===== src/rtl/ics_map.svh =====
// register offsets, field positions, reset values and command codes
// assumes: included by the client block after its package
`ifndef ICS_MAP_SVH
`define ICS_MAP_SVH
// register offsets on the 4-bit register port
`define ICS_CTL1_OFS     4'h9
`define ICS_CTL2_OFS     4'ha
`define ICS_STATUS_OFS   4'hb
`define ICS_OWN_OFS      4'hc
`define ICS_DATA_OFS     4'hd
`define ICS_MASK_OFS     4'he
// client_control_one fields
`define ICS_STOP_EN_BIT  5
`define ICS_ALL_ADDR_BIT 2
`define ICS_AUTO_ACK_BIT 1
`define ICS_ENABLE_BIT   0
`define ICS_CTL1_WMASK   8'h27
// client_control_two fields
`define ICS_ACK_BIT      2
// client_status fields
`define ICS_DIF_BIT      7
`define ICS_ADDR_OR_STOP_FLAG_BIT     6
`define ICS_HOLD_BIT     5
`define ICS_HOST_ACK_SEEN_BIT    4
`define ICS_DRIVE_CONFLICT_FLAG_BIT     3
`define ICS_BERR_BIT     2
`define ICS_DIR_BIT      1
`define ICS_AP_BIT       0
// reset value shared by all registers
`define ICS_REG_RST      8'h00
// client_command_field codes
`define ICS_CMD_IDLE     2'h0
`define ICS_CMD_FINISH   2'h2
`define ICS_CMD_RESPONSE 2'h3
// general call address and bits per byte
`define ICS_GCALL        7'h00
`define ICS_BYTE_BITS    4'h8
`define ICS_ACK_SLOT     4'h9
`endif


===== src/rtl/ics_pkg.sv =====
// types of the client block: bus request, states, whole state record
// assumes: compiled before the client block
package ics_pkg;
	typedef struct packed {
		logic [3:0] addr;
		logic [7:0] wdata;
		logic       wr;
		logic       rd;
	} ics_req_t;

	typedef enum logic [2:0] {
		ICS_IDLE = 3'b000,
		ICS_ADDR = 3'b001,
		ICS_HOLD = 3'b010,
		ICS_ACK  = 3'b011,
		ICS_RX   = 3'b100,
		ICS_TX   = 3'b101,
		ICS_HACK = 3'b110,
		ICS_WAIT = 3'b111
	} ics_state_t;

	typedef struct packed {
		logic [2:0] scl_s;
		logic [2:0] sda_s;
		ics_state_t st;
		ics_state_t nx;
		logic [3:0] cnt;
		logic [7:0] sh;
		logic [7:0] data;
		logic [7:0] ctl1;
		logic [7:0] own;
		logic [7:0] mask;
		logic       ack;
		logic       byte_done_flag;
		logic       addr_or_stop_flag;
		logic       host_ack_seen;
		logic       drive_conflict_flag;
		logic       berr;
		logic       dir;
		logic       ap;
		logic       hk;
		logic       sel;
		logic       txfail;
		logic       sda_drv;
		logic [7:0] rdata;
	} ics_regs_t;
endpackage


===== src/rtl/ics_client.sv =====
// two-wire bus client: address match, byte shifting, status flags
// assumes: clk_in 100 MHz, scl/sda from pins (synchronised here),
// host_enable_in from logic on clk_in, register port on clk_in
`include "ics_map.svh"

// Contract
// - finish command: ack if writing, await start
// - response when writing: ack, receive next byte
// - response when reading: ack-then-data or send-byte
// - ack choice written with command applies first
// - byte done flag on byte end, also after a lost high bit
// - data access or command clears both flags
// - address match or stop sets address flag
// - hold SCL low after address/data byte until continued
// - status bit 4 holds host acknowledge
// - collision on lost high bit or address NACK
// - collision cleared by write one, start
// - illegal start/stop sets bus error, W1C
// - bus errors only with host logic enabled
// - status bit 1 holds address direction
// - cause bit: 0 stop, 1 address
// - match against own address bits 7:1
// - own address bit 0 adds general call
// - smart mode data read continues with ack
// - mask bits make positions always match
// - mask-enable makes mask a second address
// - accept-all mode matches every address
// - without smart mode, wait for command
// - data write performs no acknowledge
module ics_client (
	input  wire logic             clk_in,         // 100 MHz clock
	input  wire logic             rst_b_in,       // async reset, low
	input  wire ics_pkg::ics_req_t bus_req_in,    // register request
	output logic [7:0]            rdata_out,      // read data, +1 cycle
	input  wire logic             host_enable_in, // host logic enabled
	input  wire logic             scl_in,         // SCL pin level
	output logic                  scl_out,        // SCL drive level
	output logic                  scl_oe_out,     // SCL pulled low
	input  wire logic             sda_in,         // SDA pin level
	output logic                  sda_out,        // SDA drive level
	output logic                  sda_oe_out      // SDA pulled low
);
	ics_pkg::ics_regs_t r_ff;
	ics_pkg::ics_regs_t nxt_r;

	// address compare against own, second or masked address
	function automatic logic ics_match(
		input logic [6:0] a,
		input logic [7:0] own,
		input logic [7:0] msk,
		input logic       all
	);
		logic hit;
		hit = 1'b0;
		if (all) begin
			hit = 1'b1;
		end else if (own[0] && a == `ICS_GCALL) begin
			hit = 1'b1;
		end else if (msk[0]) begin
			hit = (a == own[7:1]) || (a == msk[7:1]);
		end else begin
			hit = ((a ^ own[7:1]) & ~msk[7:1]) == 7'h00;
		end
		return hit;
	endfunction

	// write strobe to one register offset
	function automatic logic ics_wr_at(
		input ics_pkg::ics_req_t q,
		input logic [3:0]        ofs
	);
		return q.wr && q.addr == ofs;
	endfunction

	// read strobe to one register offset
	function automatic logic ics_rd_at(
		input ics_pkg::ics_req_t q,
		input logic [3:0]        ofs
	);
		return q.rd && q.addr == ofs;
	endfunction

	logic       scl_rise;
	logic       scl_fall;
	logic       start_seen;
	logic       stop_seen;
	logic       cmd_wr;
	logic [1:0] cmd;
	logic       ack_now;
	logic       data_rd;
	logic       data_wr;
	logic       go_finish;
	logic       go_resp;
	logic       mid_byte;
	logic [7:0] status;

	// line edges and bus conditions from the synchronised pins
	assign scl_rise   = r_ff.scl_s[1] & ~r_ff.scl_s[2];
	assign scl_fall   = ~r_ff.scl_s[1] & r_ff.scl_s[2];
	assign start_seen = r_ff.scl_s[1] & r_ff.scl_s[2] &
		r_ff.sda_s[2] & ~r_ff.sda_s[1];
	assign stop_seen  = r_ff.scl_s[1] & r_ff.scl_s[2] &
		~r_ff.sda_s[2] & r_ff.sda_s[1];

	// register port decode
	assign cmd_wr  = ics_wr_at(bus_req_in, `ICS_CTL2_OFS);
	assign cmd     = bus_req_in.wdata[1:0];
	assign ack_now = cmd_wr ? bus_req_in.wdata[`ICS_ACK_BIT] : r_ff.ack;
	assign data_rd = ics_rd_at(bus_req_in, `ICS_DATA_OFS);
	assign data_wr = ics_wr_at(bus_req_in, `ICS_DATA_OFS);

	// continue triggers while SCL is held
	assign go_finish = cmd_wr && cmd == `ICS_CMD_FINISH;
	assign go_resp   = (cmd_wr && cmd == `ICS_CMD_RESPONSE) ||
		(r_ff.ctl1[`ICS_AUTO_ACK_BIT] && data_rd) ||
		(r_ff.ctl1[`ICS_AUTO_ACK_BIT] && data_wr && r_ff.dir &&
		!r_ff.hk);

	assign mid_byte = (r_ff.st == ics_pkg::ICS_ADDR ||
		r_ff.st == ics_pkg::ICS_RX || r_ff.st == ics_pkg::ICS_TX) &&
		r_ff.cnt != 4'h0;

	// status view; clock hold follows the hold state
	assign status = {r_ff.byte_done_flag, r_ff.addr_or_stop_flag,
		r_ff.st == ics_pkg::ICS_HOLD,
		r_ff.host_ack_seen, r_ff.drive_conflict_flag, r_ff.berr, r_ff.dir, r_ff.ap};

	// next state of the whole block
	always_comb begin
		nxt_r = r_ff;
		nxt_r.scl_s = {r_ff.scl_s[1:0], scl_in};
		nxt_r.sda_s = {r_ff.sda_s[1:0], sda_in};

		// register writes
		if (ics_wr_at(bus_req_in, `ICS_CTL1_OFS)) begin
			nxt_r.ctl1 = bus_req_in.wdata & `ICS_CTL1_WMASK;
		end
		if (cmd_wr) begin
			nxt_r.ack = bus_req_in.wdata[`ICS_ACK_BIT];
		end
		if (ics_wr_at(bus_req_in, `ICS_OWN_OFS)) begin
			nxt_r.own = bus_req_in.wdata;
		end
		if (ics_wr_at(bus_req_in, `ICS_MASK_OFS)) begin
			nxt_r.mask = bus_req_in.wdata;
		end
		if (data_wr) begin
			nxt_r.data = bus_req_in.wdata;
		end
		if (ics_wr_at(bus_req_in, `ICS_STATUS_OFS)) begin
			if (bus_req_in.wdata[`ICS_DIF_BIT]) begin
				nxt_r.byte_done_flag = 1'b0;
			end
			if (bus_req_in.wdata[`ICS_ADDR_OR_STOP_FLAG_BIT]) begin
				nxt_r.addr_or_stop_flag = 1'b0;
			end
			if (bus_req_in.wdata[`ICS_DRIVE_CONFLICT_FLAG_BIT]) begin
				nxt_r.drive_conflict_flag = 1'b0;
			end
			if (bus_req_in.wdata[`ICS_BERR_BIT]) begin
				nxt_r.berr = 1'b0;
			end
		end

		// data access or command clears both interrupt flags
		if (data_rd || data_wr || cmd_wr) begin
			nxt_r.byte_done_flag  = 1'b0;
			nxt_r.addr_or_stop_flag = 1'b0;
		end

		// illegal start/stop placement, only with host logic on
		if (host_enable_in && (((start_seen || stop_seen) && mid_byte) ||
			(stop_seen && r_ff.st == ics_pkg::ICS_ADDR))) begin
			nxt_r.berr = 1'b1;
		end

		// byte level sequencer
		case (r_ff.st)
			ics_pkg::ICS_ADDR: begin
				if (scl_rise) begin
					nxt_r.sh  = {r_ff.sh[6:0], r_ff.sda_s[1]};
					nxt_r.cnt = r_ff.cnt + 4'h1;
				end
				if (scl_fall && r_ff.cnt == `ICS_BYTE_BITS) begin
					nxt_r.cnt = 4'h0;
					if (ics_match(r_ff.sh[7:1], r_ff.own, r_ff.mask,
						r_ff.ctl1[`ICS_ALL_ADDR_BIT])) begin
						nxt_r.addr_or_stop_flag = 1'b1;
						nxt_r.ap   = 1'b1;
						nxt_r.dir  = r_ff.sh[0];
						nxt_r.hk   = 1'b1;
						nxt_r.sel  = 1'b1;
						nxt_r.st   = ics_pkg::ICS_HOLD;
					end else begin
						nxt_r.st = ics_pkg::ICS_WAIT;
					end
				end
			end
			ics_pkg::ICS_HOLD: begin
				// stays held until a command or smart access
				if (go_finish || go_resp) begin
					nxt_r.cnt = 4'h0;
					if (r_ff.hk && ack_now) begin
						nxt_r.drive_conflict_flag    = 1'b1;
						nxt_r.st      = ics_pkg::ICS_ACK;
						nxt_r.nx      = ics_pkg::ICS_WAIT;
					end else if (r_ff.dir && go_finish) begin
						nxt_r.st = ics_pkg::ICS_WAIT;
					end else if (r_ff.hk && r_ff.dir) begin
						nxt_r.st      = ics_pkg::ICS_ACK;
						nxt_r.nx      = ics_pkg::ICS_HOLD;
						nxt_r.sda_drv = ~ack_now;
					end else if (r_ff.dir) begin
						// transmit the byte; no ack action here
						nxt_r.st      = ics_pkg::ICS_TX;
						nxt_r.sh      = nxt_r.data;
						nxt_r.txfail  = 1'b0;
						nxt_r.sda_drv = ~nxt_r.data[7];
					end else begin
						nxt_r.st      = ics_pkg::ICS_ACK;
						nxt_r.nx      = go_finish ? ics_pkg::ICS_WAIT :
							ics_pkg::ICS_RX;
						nxt_r.sda_drv = ~ack_now;
					end
				end
			end
			ics_pkg::ICS_ACK: begin
				if (scl_rise) begin
					nxt_r.cnt = 4'h1;
				end
				if (scl_fall && r_ff.cnt == 4'h1) begin
					nxt_r.cnt     = 4'h0;
					nxt_r.sda_drv = 1'b0;
					nxt_r.st      = r_ff.nx;
					if (r_ff.nx == ics_pkg::ICS_HOLD) begin
						nxt_r.byte_done_flag = 1'b1;
						nxt_r.hk  = 1'b0;
					end
				end
			end
			ics_pkg::ICS_RX: begin
				if (scl_rise) begin
					nxt_r.sh  = {r_ff.sh[6:0], r_ff.sda_s[1]};
					nxt_r.cnt = r_ff.cnt + 4'h1;
				end
				if (scl_fall && r_ff.cnt == `ICS_BYTE_BITS) begin
					nxt_r.cnt  = 4'h0;
					nxt_r.data = r_ff.sh;
					nxt_r.byte_done_flag  = 1'b1;
					nxt_r.hk   = 1'b0;
					nxt_r.st   = ics_pkg::ICS_HOLD;
				end
			end
			ics_pkg::ICS_TX: begin
				if (scl_rise) begin
					nxt_r.cnt = r_ff.cnt + 4'h1;
					if (r_ff.sh[7] && !r_ff.sda_s[1] && !r_ff.txfail) begin
						nxt_r.drive_conflict_flag   = 1'b1;
						nxt_r.txfail = 1'b1;
					end
				end
				if (scl_fall) begin
					nxt_r.sh = {r_ff.sh[6:0], 1'b0};
					if (r_ff.cnt == `ICS_BYTE_BITS) begin
						nxt_r.st = ics_pkg::ICS_HACK;
					end
				end
				nxt_r.sda_drv = nxt_r.st == ics_pkg::ICS_TX &&
					!nxt_r.sh[7] && !nxt_r.txfail;
			end
			ics_pkg::ICS_HACK: begin
				if (scl_rise) begin
					nxt_r.host_ack_seen = r_ff.sda_s[1];
					nxt_r.cnt   = `ICS_ACK_SLOT;
				end
				if (scl_fall && r_ff.cnt == `ICS_ACK_SLOT) begin
					nxt_r.cnt = 4'h0;
					nxt_r.byte_done_flag = 1'b1;
					nxt_r.hk  = 1'b0;
					nxt_r.st  = ics_pkg::ICS_HOLD;
				end
			end
			ics_pkg::ICS_IDLE, ics_pkg::ICS_WAIT: begin
				nxt_r.sda_drv = 1'b0;
			end
			default: begin
				nxt_r.st = ics_pkg::ICS_IDLE;
			end
		endcase

		// start or repeated start restarts address reception
		if (start_seen) begin
			nxt_r.st      = ics_pkg::ICS_ADDR;
			nxt_r.cnt     = 4'h0;
			nxt_r.sel     = 1'b0;
			nxt_r.sda_drv = 1'b0;
			nxt_r.drive_conflict_flag    = 1'b0;
		end

		// stop ends the transaction; flagged only when addressed
		if (stop_seen) begin
			if (r_ff.sel && r_ff.ctl1[`ICS_STOP_EN_BIT]) begin
				nxt_r.addr_or_stop_flag = 1'b1;
				nxt_r.ap   = 1'b0;
			end
			nxt_r.st      = ics_pkg::ICS_IDLE;
			nxt_r.sel     = 1'b0;
			nxt_r.sda_drv = 1'b0;
		end

		// disabled client leaves both lines released
		if (!r_ff.ctl1[`ICS_ENABLE_BIT]) begin
			nxt_r.st      = ics_pkg::ICS_IDLE;
			nxt_r.sel     = 1'b0;
			nxt_r.sda_drv = 1'b0;
		end

		// read data, valid only in the cycle after the strobe
		nxt_r.rdata = 8'h00;
		if (bus_req_in.rd) begin
			case (bus_req_in.addr)
				`ICS_CTL1_OFS:   nxt_r.rdata = r_ff.ctl1;
				`ICS_CTL2_OFS:   nxt_r.rdata = {5'h00, r_ff.ack, 2'h0};
				`ICS_STATUS_OFS: nxt_r.rdata = status;
				`ICS_OWN_OFS:    nxt_r.rdata = r_ff.own;
				`ICS_DATA_OFS:   nxt_r.rdata = r_ff.data;
				`ICS_MASK_OFS:   nxt_r.rdata = r_ff.mask;
				default:         nxt_r.rdata = 8'h00;
			endcase
		end
	end

	// state register
	always_ff @(posedge clk_in or negedge rst_b_in) begin
		if (!rst_b_in) begin
			r_ff <= '0;
		end else begin
			r_ff <= nxt_r;
		end
	end

	// pin and port outputs
	assign rdata_out  = r_ff.rdata;
	assign scl_out    = 1'b0;
	assign scl_oe_out = r_ff.st == ics_pkg::ICS_HOLD;
	assign sda_out    = 1'b0;
	assign sda_oe_out = r_ff.sda_drv;
endmodule


===== config.mk =====
export PLATFORM = sky130hd
export DESIGN_NAME = ics_client
export DESIGN_NICKNAME = d
export VERILOG_FILES = /design/src/rtl/ics_pkg.sv /design/src/rtl/ics_client.sv
export VERILOG_INCLUDE_DIRS = /design/src /design/src/rtl
export SDC_FILE = /design/constraint.sdc
export NUM_CORES = 1
export LEC_CHECK = 0
export ABC_AREA = 1
export BUFFER_PORTS_ARGS = -buffer_cell sky130_fd_sc_hd__buf_4
export CAP_MARGIN = 30
export CORE_UTILIZATION = 37
export CTS_CLUSTER_DIAMETER = 40
export CTS_CLUSTER_SIZE = 10
export DETAILED_ROUTE_END_ITERATION = 10
export MAX_ROUTING_LAYER = met4
export SLEW_MARGIN = 20
export SYNTH_ARGS = -nofsm -noshare
export SYNTH_HDL_FRONTEND = slang
export SYNTH_SLANG_ARGS = --single-unit

===== constraint.sdc =====
create_clock -name clk_in -period 2.4 [get_ports clk_in]
set_clock_uncertainty 0.05 [all_clocks]
set_input_delay 0.48 -clock clk_in [delete_from_list [all_inputs] [get_ports clk_in]]
set_output_delay 0.48 -clock clk_in [all_outputs]
set_load 0.02 [all_outputs]

==> impl_metrics.env <==
export IMPL_place_congestion=0.9377
export IMPL_route_detailed_drc=0
export IMPL_start_util_pct=38.53
export IMPL_seq_power_share_pct=33.4
export IMPL_dp_slack_ps=155.1
export IMPL_synth_cell_types=40
export IMPL_cts_root_buf="clkbuf_16"
export IMPL_die_h_um=109.2
export IMPL_drv_cap=0
export IMPL_via_per_inst=5.122
export IMPL_layout_cells_non_filler=754
export IMPL_grt_pass1_vias=3647
export IMPL_grt_usage_pct=22.11
export IMPL_ir_worst_vdd_v=0.0004062
export IMPL_synth_edff_count=0
export IMPL_power_density_nw_per_um2=1032
export IMPL_critPathMaxFanout=8
export IMPL_worst_setup_path_start_kind="flop"
export IMPL_synth_flop_cell="dfrtp_1"
export IMPL_synth_mux_area_share_pct=0
export IMPL_outcome="finished, final reports clean"
export IMPL_postCtsHoldBufs=0
export IMPL_grt_pass1_wl_mm=19.06
export IMPL_cp_required_ps=1870
export IMPL_io_pins=31
export IMPL_synthTopCellsByArea="dfrtp_1 (42%), nand2_1 (16%), o21ai_0 (7.7%)"
export IMPL_worstMarginPinSlew_ps=566.9
export IMPL_dr_wl_met2_mm=5.213
export IMPL_p_int_w=0.003134
export IMPL_power_clock_fraction_pct=31.3
export IMPL_yosysTopAreaCellShare_pct=42.39
export IMPL_route_met3_wl_um=670
export IMPL_place_hpwl_mm=8.886
export IMPL_clock_sinks=72
export IMPL_max_freq_ghz=0.4950
export IMPL_antenna_found_initial=0
export IMPL_fin_crit_ps=2020
export IMPL_synthSimpleGateAreaFrac_pct=29.47
export IMPL_avgSynthCellArea_um2=7.316
export IMPL_synthesis_instances=581
export IMPL_hold_viol=0
export IMPL_yosys_area_top_type="dfrtp_1"
export IMPL_dr_total_vias=3862
export IMPL_wl_per_cell_um=15.55
export IMPL_cts_max_path_buffers=2
export IMPL_rows=38
export IMPL_fin_util_pct=44.67
export IMPL_cellLeakagePower_nw=2.458
export IMPL_setup_viol=0
export IMPL_ctsResizeCount=0
export IMPL_m1WireLength_mm=5.629
export IMPL_die_w_um=109.2
export IMPL_portBuffers=28
export IMPL_clk_latency_ps=340
export IMPL_overflow=0
export IMPL_fin_crit_sh_pct=84.18
export IMPL_ys_warn_count=0
export IMPL_die_area_um2=11920
export IMPL_p_comb_share_pct=35.3
export IMPL_fin_nets=631
export IMPL_swShare_pct=38.37
export IMPL_yosys_area_share_xor_xnor_pct=1.236
export IMPL_hp_class="in2async"
export IMPL_slew_violations=0
export IMPL_cts_clk_slew_worst_paths_ps=60
export IMPL_crit_arrival_ps=1490
export IMPL_synth_compound_area_share_pct=16.10
export IMPL_cts_buffers=9
export IMPL_first_pass_iters=5
export IMPL_synth_seq_cells=72
export IMPL_nFillCells=1111
export IMPL_p_total_w=0.005085
export IMPL_ctsHtreeMaxLevel=3
export IMPL_slew_headroom_pct=62.12
export IMPL_syn_to_final_growth_pct=15.93
export IMPL_setup_ws_ps=379.8
export IMPL_place_inst=738
export IMPL_highest_layer="met4"
export IMPL_r2r_setup_slack_ps=400
export IMPL_synthAdderAreaFrac_pct=0.8831
export IMPL_yosysSeqAreaShare_pct=42.39
export IMPL_rsz0062_at_grt="false"
export IMPL_synthArstFlopShare_pct=100.0
export IMPL_antenna_cells=0
export IMPL_grt_max_degree=35
export IMPL_cts_tree="done"
export IMPL_post_cts_buffers=0
export IMPL_setup_tns_ps=0
export IMPL_p_sw_w=0.001951
export IMPL_netlist_area_um2=4250
export IMPL_first_iter_violations=328
export IMPL_drive_above_1_share_pct=14.17
export IMPL_core_area_um2=11030
export IMPL_routed_wl_mm=11.73
export IMPL_crit_type="reg2out"
export IMPL_synth_top_family_by_area="simple AND/OR/NAND/NOR gates"
export IMPL_ant_nets=0
export IMPL_endpoint_kind="output pin"
[synth_stat cells (3+ instances only)]
cell type,instances
nand2_2,7
o211ai_1,3
a221oi_1,7
inv_1,75
nand3b_1,3
nand3_1,28
nor3_1,8
o21ai_2,8
o21ai_0,65
clkbuf_1,4
nand4_1,3
o22ai_1,10
dfrtp_1,72
xnor2_1,4
nor2_1,39
buf_4,10
nand3_2,5
ha_1,3
nor2_2,5
nand2_1,178
inv_2,6
a21oi_1,15
a21oi_2,3
[cell usage in the layout (no fill, tap or decap), types with 2 or more instances in the layout]
| cell | netlist | routed |
|---|---|---|
| a21oi_2 | 3 | 3 |
| a21oi_1 | 15 | 15 |
| nand3_2 | 5 | 5 |
| inv_1 | 75 | 75 |
| clkbuf_16 | 0 | 9 |
| o21ai_2 | 8 | 8 |
| xnor2_1 | 4 | 4 |
| inv_2 | 6 | 6 |
| a221oi_1 | 7 | 7 |
| nand2_1 | 178 | 178 |
| nand2_2 | 7 | 7 |
| o22ai_1 | 10 | 10 |
| clkbuf_8 | 0 | 2 |
| nor2_2 | 5 | 5 |
| ha_1 | 3 | 3 |
| buf_4 | 10 | 31 |
| nand4_1 | 3 | 3 |
| nand3b_1 | 3 | 3 |
| o211ai_1 | 3 | 3 |
| nor3_1 | 8 | 8 |
| nor2_1 | 39 | 39 |
| o21ai_0 | 65 | 65 |
| o21ai_1 | 2 | 2 |
| bufinv_16 | 0 | 3 |
| conb_1 | 1 | 2 |
| nor2_4 | 2 | 2 |
| dfrtp_1 | 72 | 72 |
| xor2_1 | 2 | 2 |
| nand3_1 | 28 | 28 |
[power groups by stage]
| stage | clock network, W | registers, W | logic (W) |
|---|---|---|---|
| after floorplan | 0 | 0.00163 | 0.00133 |
| after global placement | 0 | 0.00171 | 0.00174 |
| after detailed placement | 0 | 0.00171 | 0.00176 |
| after CTS | 0.00161 | 0.00170 | 0.00177 |
| after global routing | 0.00167 | 0.00173 | 0.00203 |
| final | 0.00159 | 0.00170 | 0.00179 |
[layout make-up]
type / instances / area [um^2] / share of cell area, %
Tap cell: 140 / 175.2 / 3.555
Inverter: 82 / 307.8 / 6.247
Clock inverter: 5 / 102.6 / 2.082
Clock buffer: 11 / 252.7 / 5.129
Timing Repair Buffer: 32 / 252.7 / 5.129
Multi-Input combinational cell: 412 / 2034 / 41.29
Sequential cell: 72 / 1802 / 36.57
[critical path, stage by stage (launching register included)]
cell	delay (ps)
dfrtp_1	460
inv_1	130
nand3_2	170
inv_2	210
buf_4	180
[metrics by stage]
stage                     hold WS [ps]  area, um^2
final                            48.85        4927
after global routing             90.23        4927
after CTS                        71.30        4927
after detailed placement         284.7        4572
after global placement           282.0        4572
after floorplan                  134.4        4254
[layer usage]
layer,vias up,GRT usage [%]
met5,-,-
met4,0,8.952
met3,21,3.527
met2,119,31.99
met1,1801,30.71
li1,1921,-
[flip-flops by register name, indices dropped and copies added (netlist names)]
register and cells:
r_ff 59, rdata_out 8, nxt_r 4, sda_oe_out 1
[cell families after synthesis]
group	Yosys count
adder cells (fa/ha/maj)	3
buffers and inverters	98
other	1
AO/OA/AOI/OAI	117
AND/OR/NAND/NOR	284
XOR/XNOR	6
flip-flops	72
[worst paths after layout]
path / cells past startpoint / endpoint / from
max: 4 / scl_oe_out / r_ff[67]$_DFFE_PN0P_
min reg2reg: 0 / nxt_r[72]$_DFF_PN0_ / nxt_r[71]$_DFF_PN0_
max reg2reg: 9 / r_ff[55]$_DFFE_PN0P_ / r_ff[67]$_DFFE_PN0P_
min: 1 / r_ff[24]$_DFFE_PN0P_ / rst_b_in
min in group clk_in: 1 / nxt_r[71]$_DFF_PN0_ / sda_in
max in group asynchronous: 2 / r_ff[64]$_DFFE_PN0P_ / rst_b_in
No activity file was read; power rests on OpenSTA's default activity.
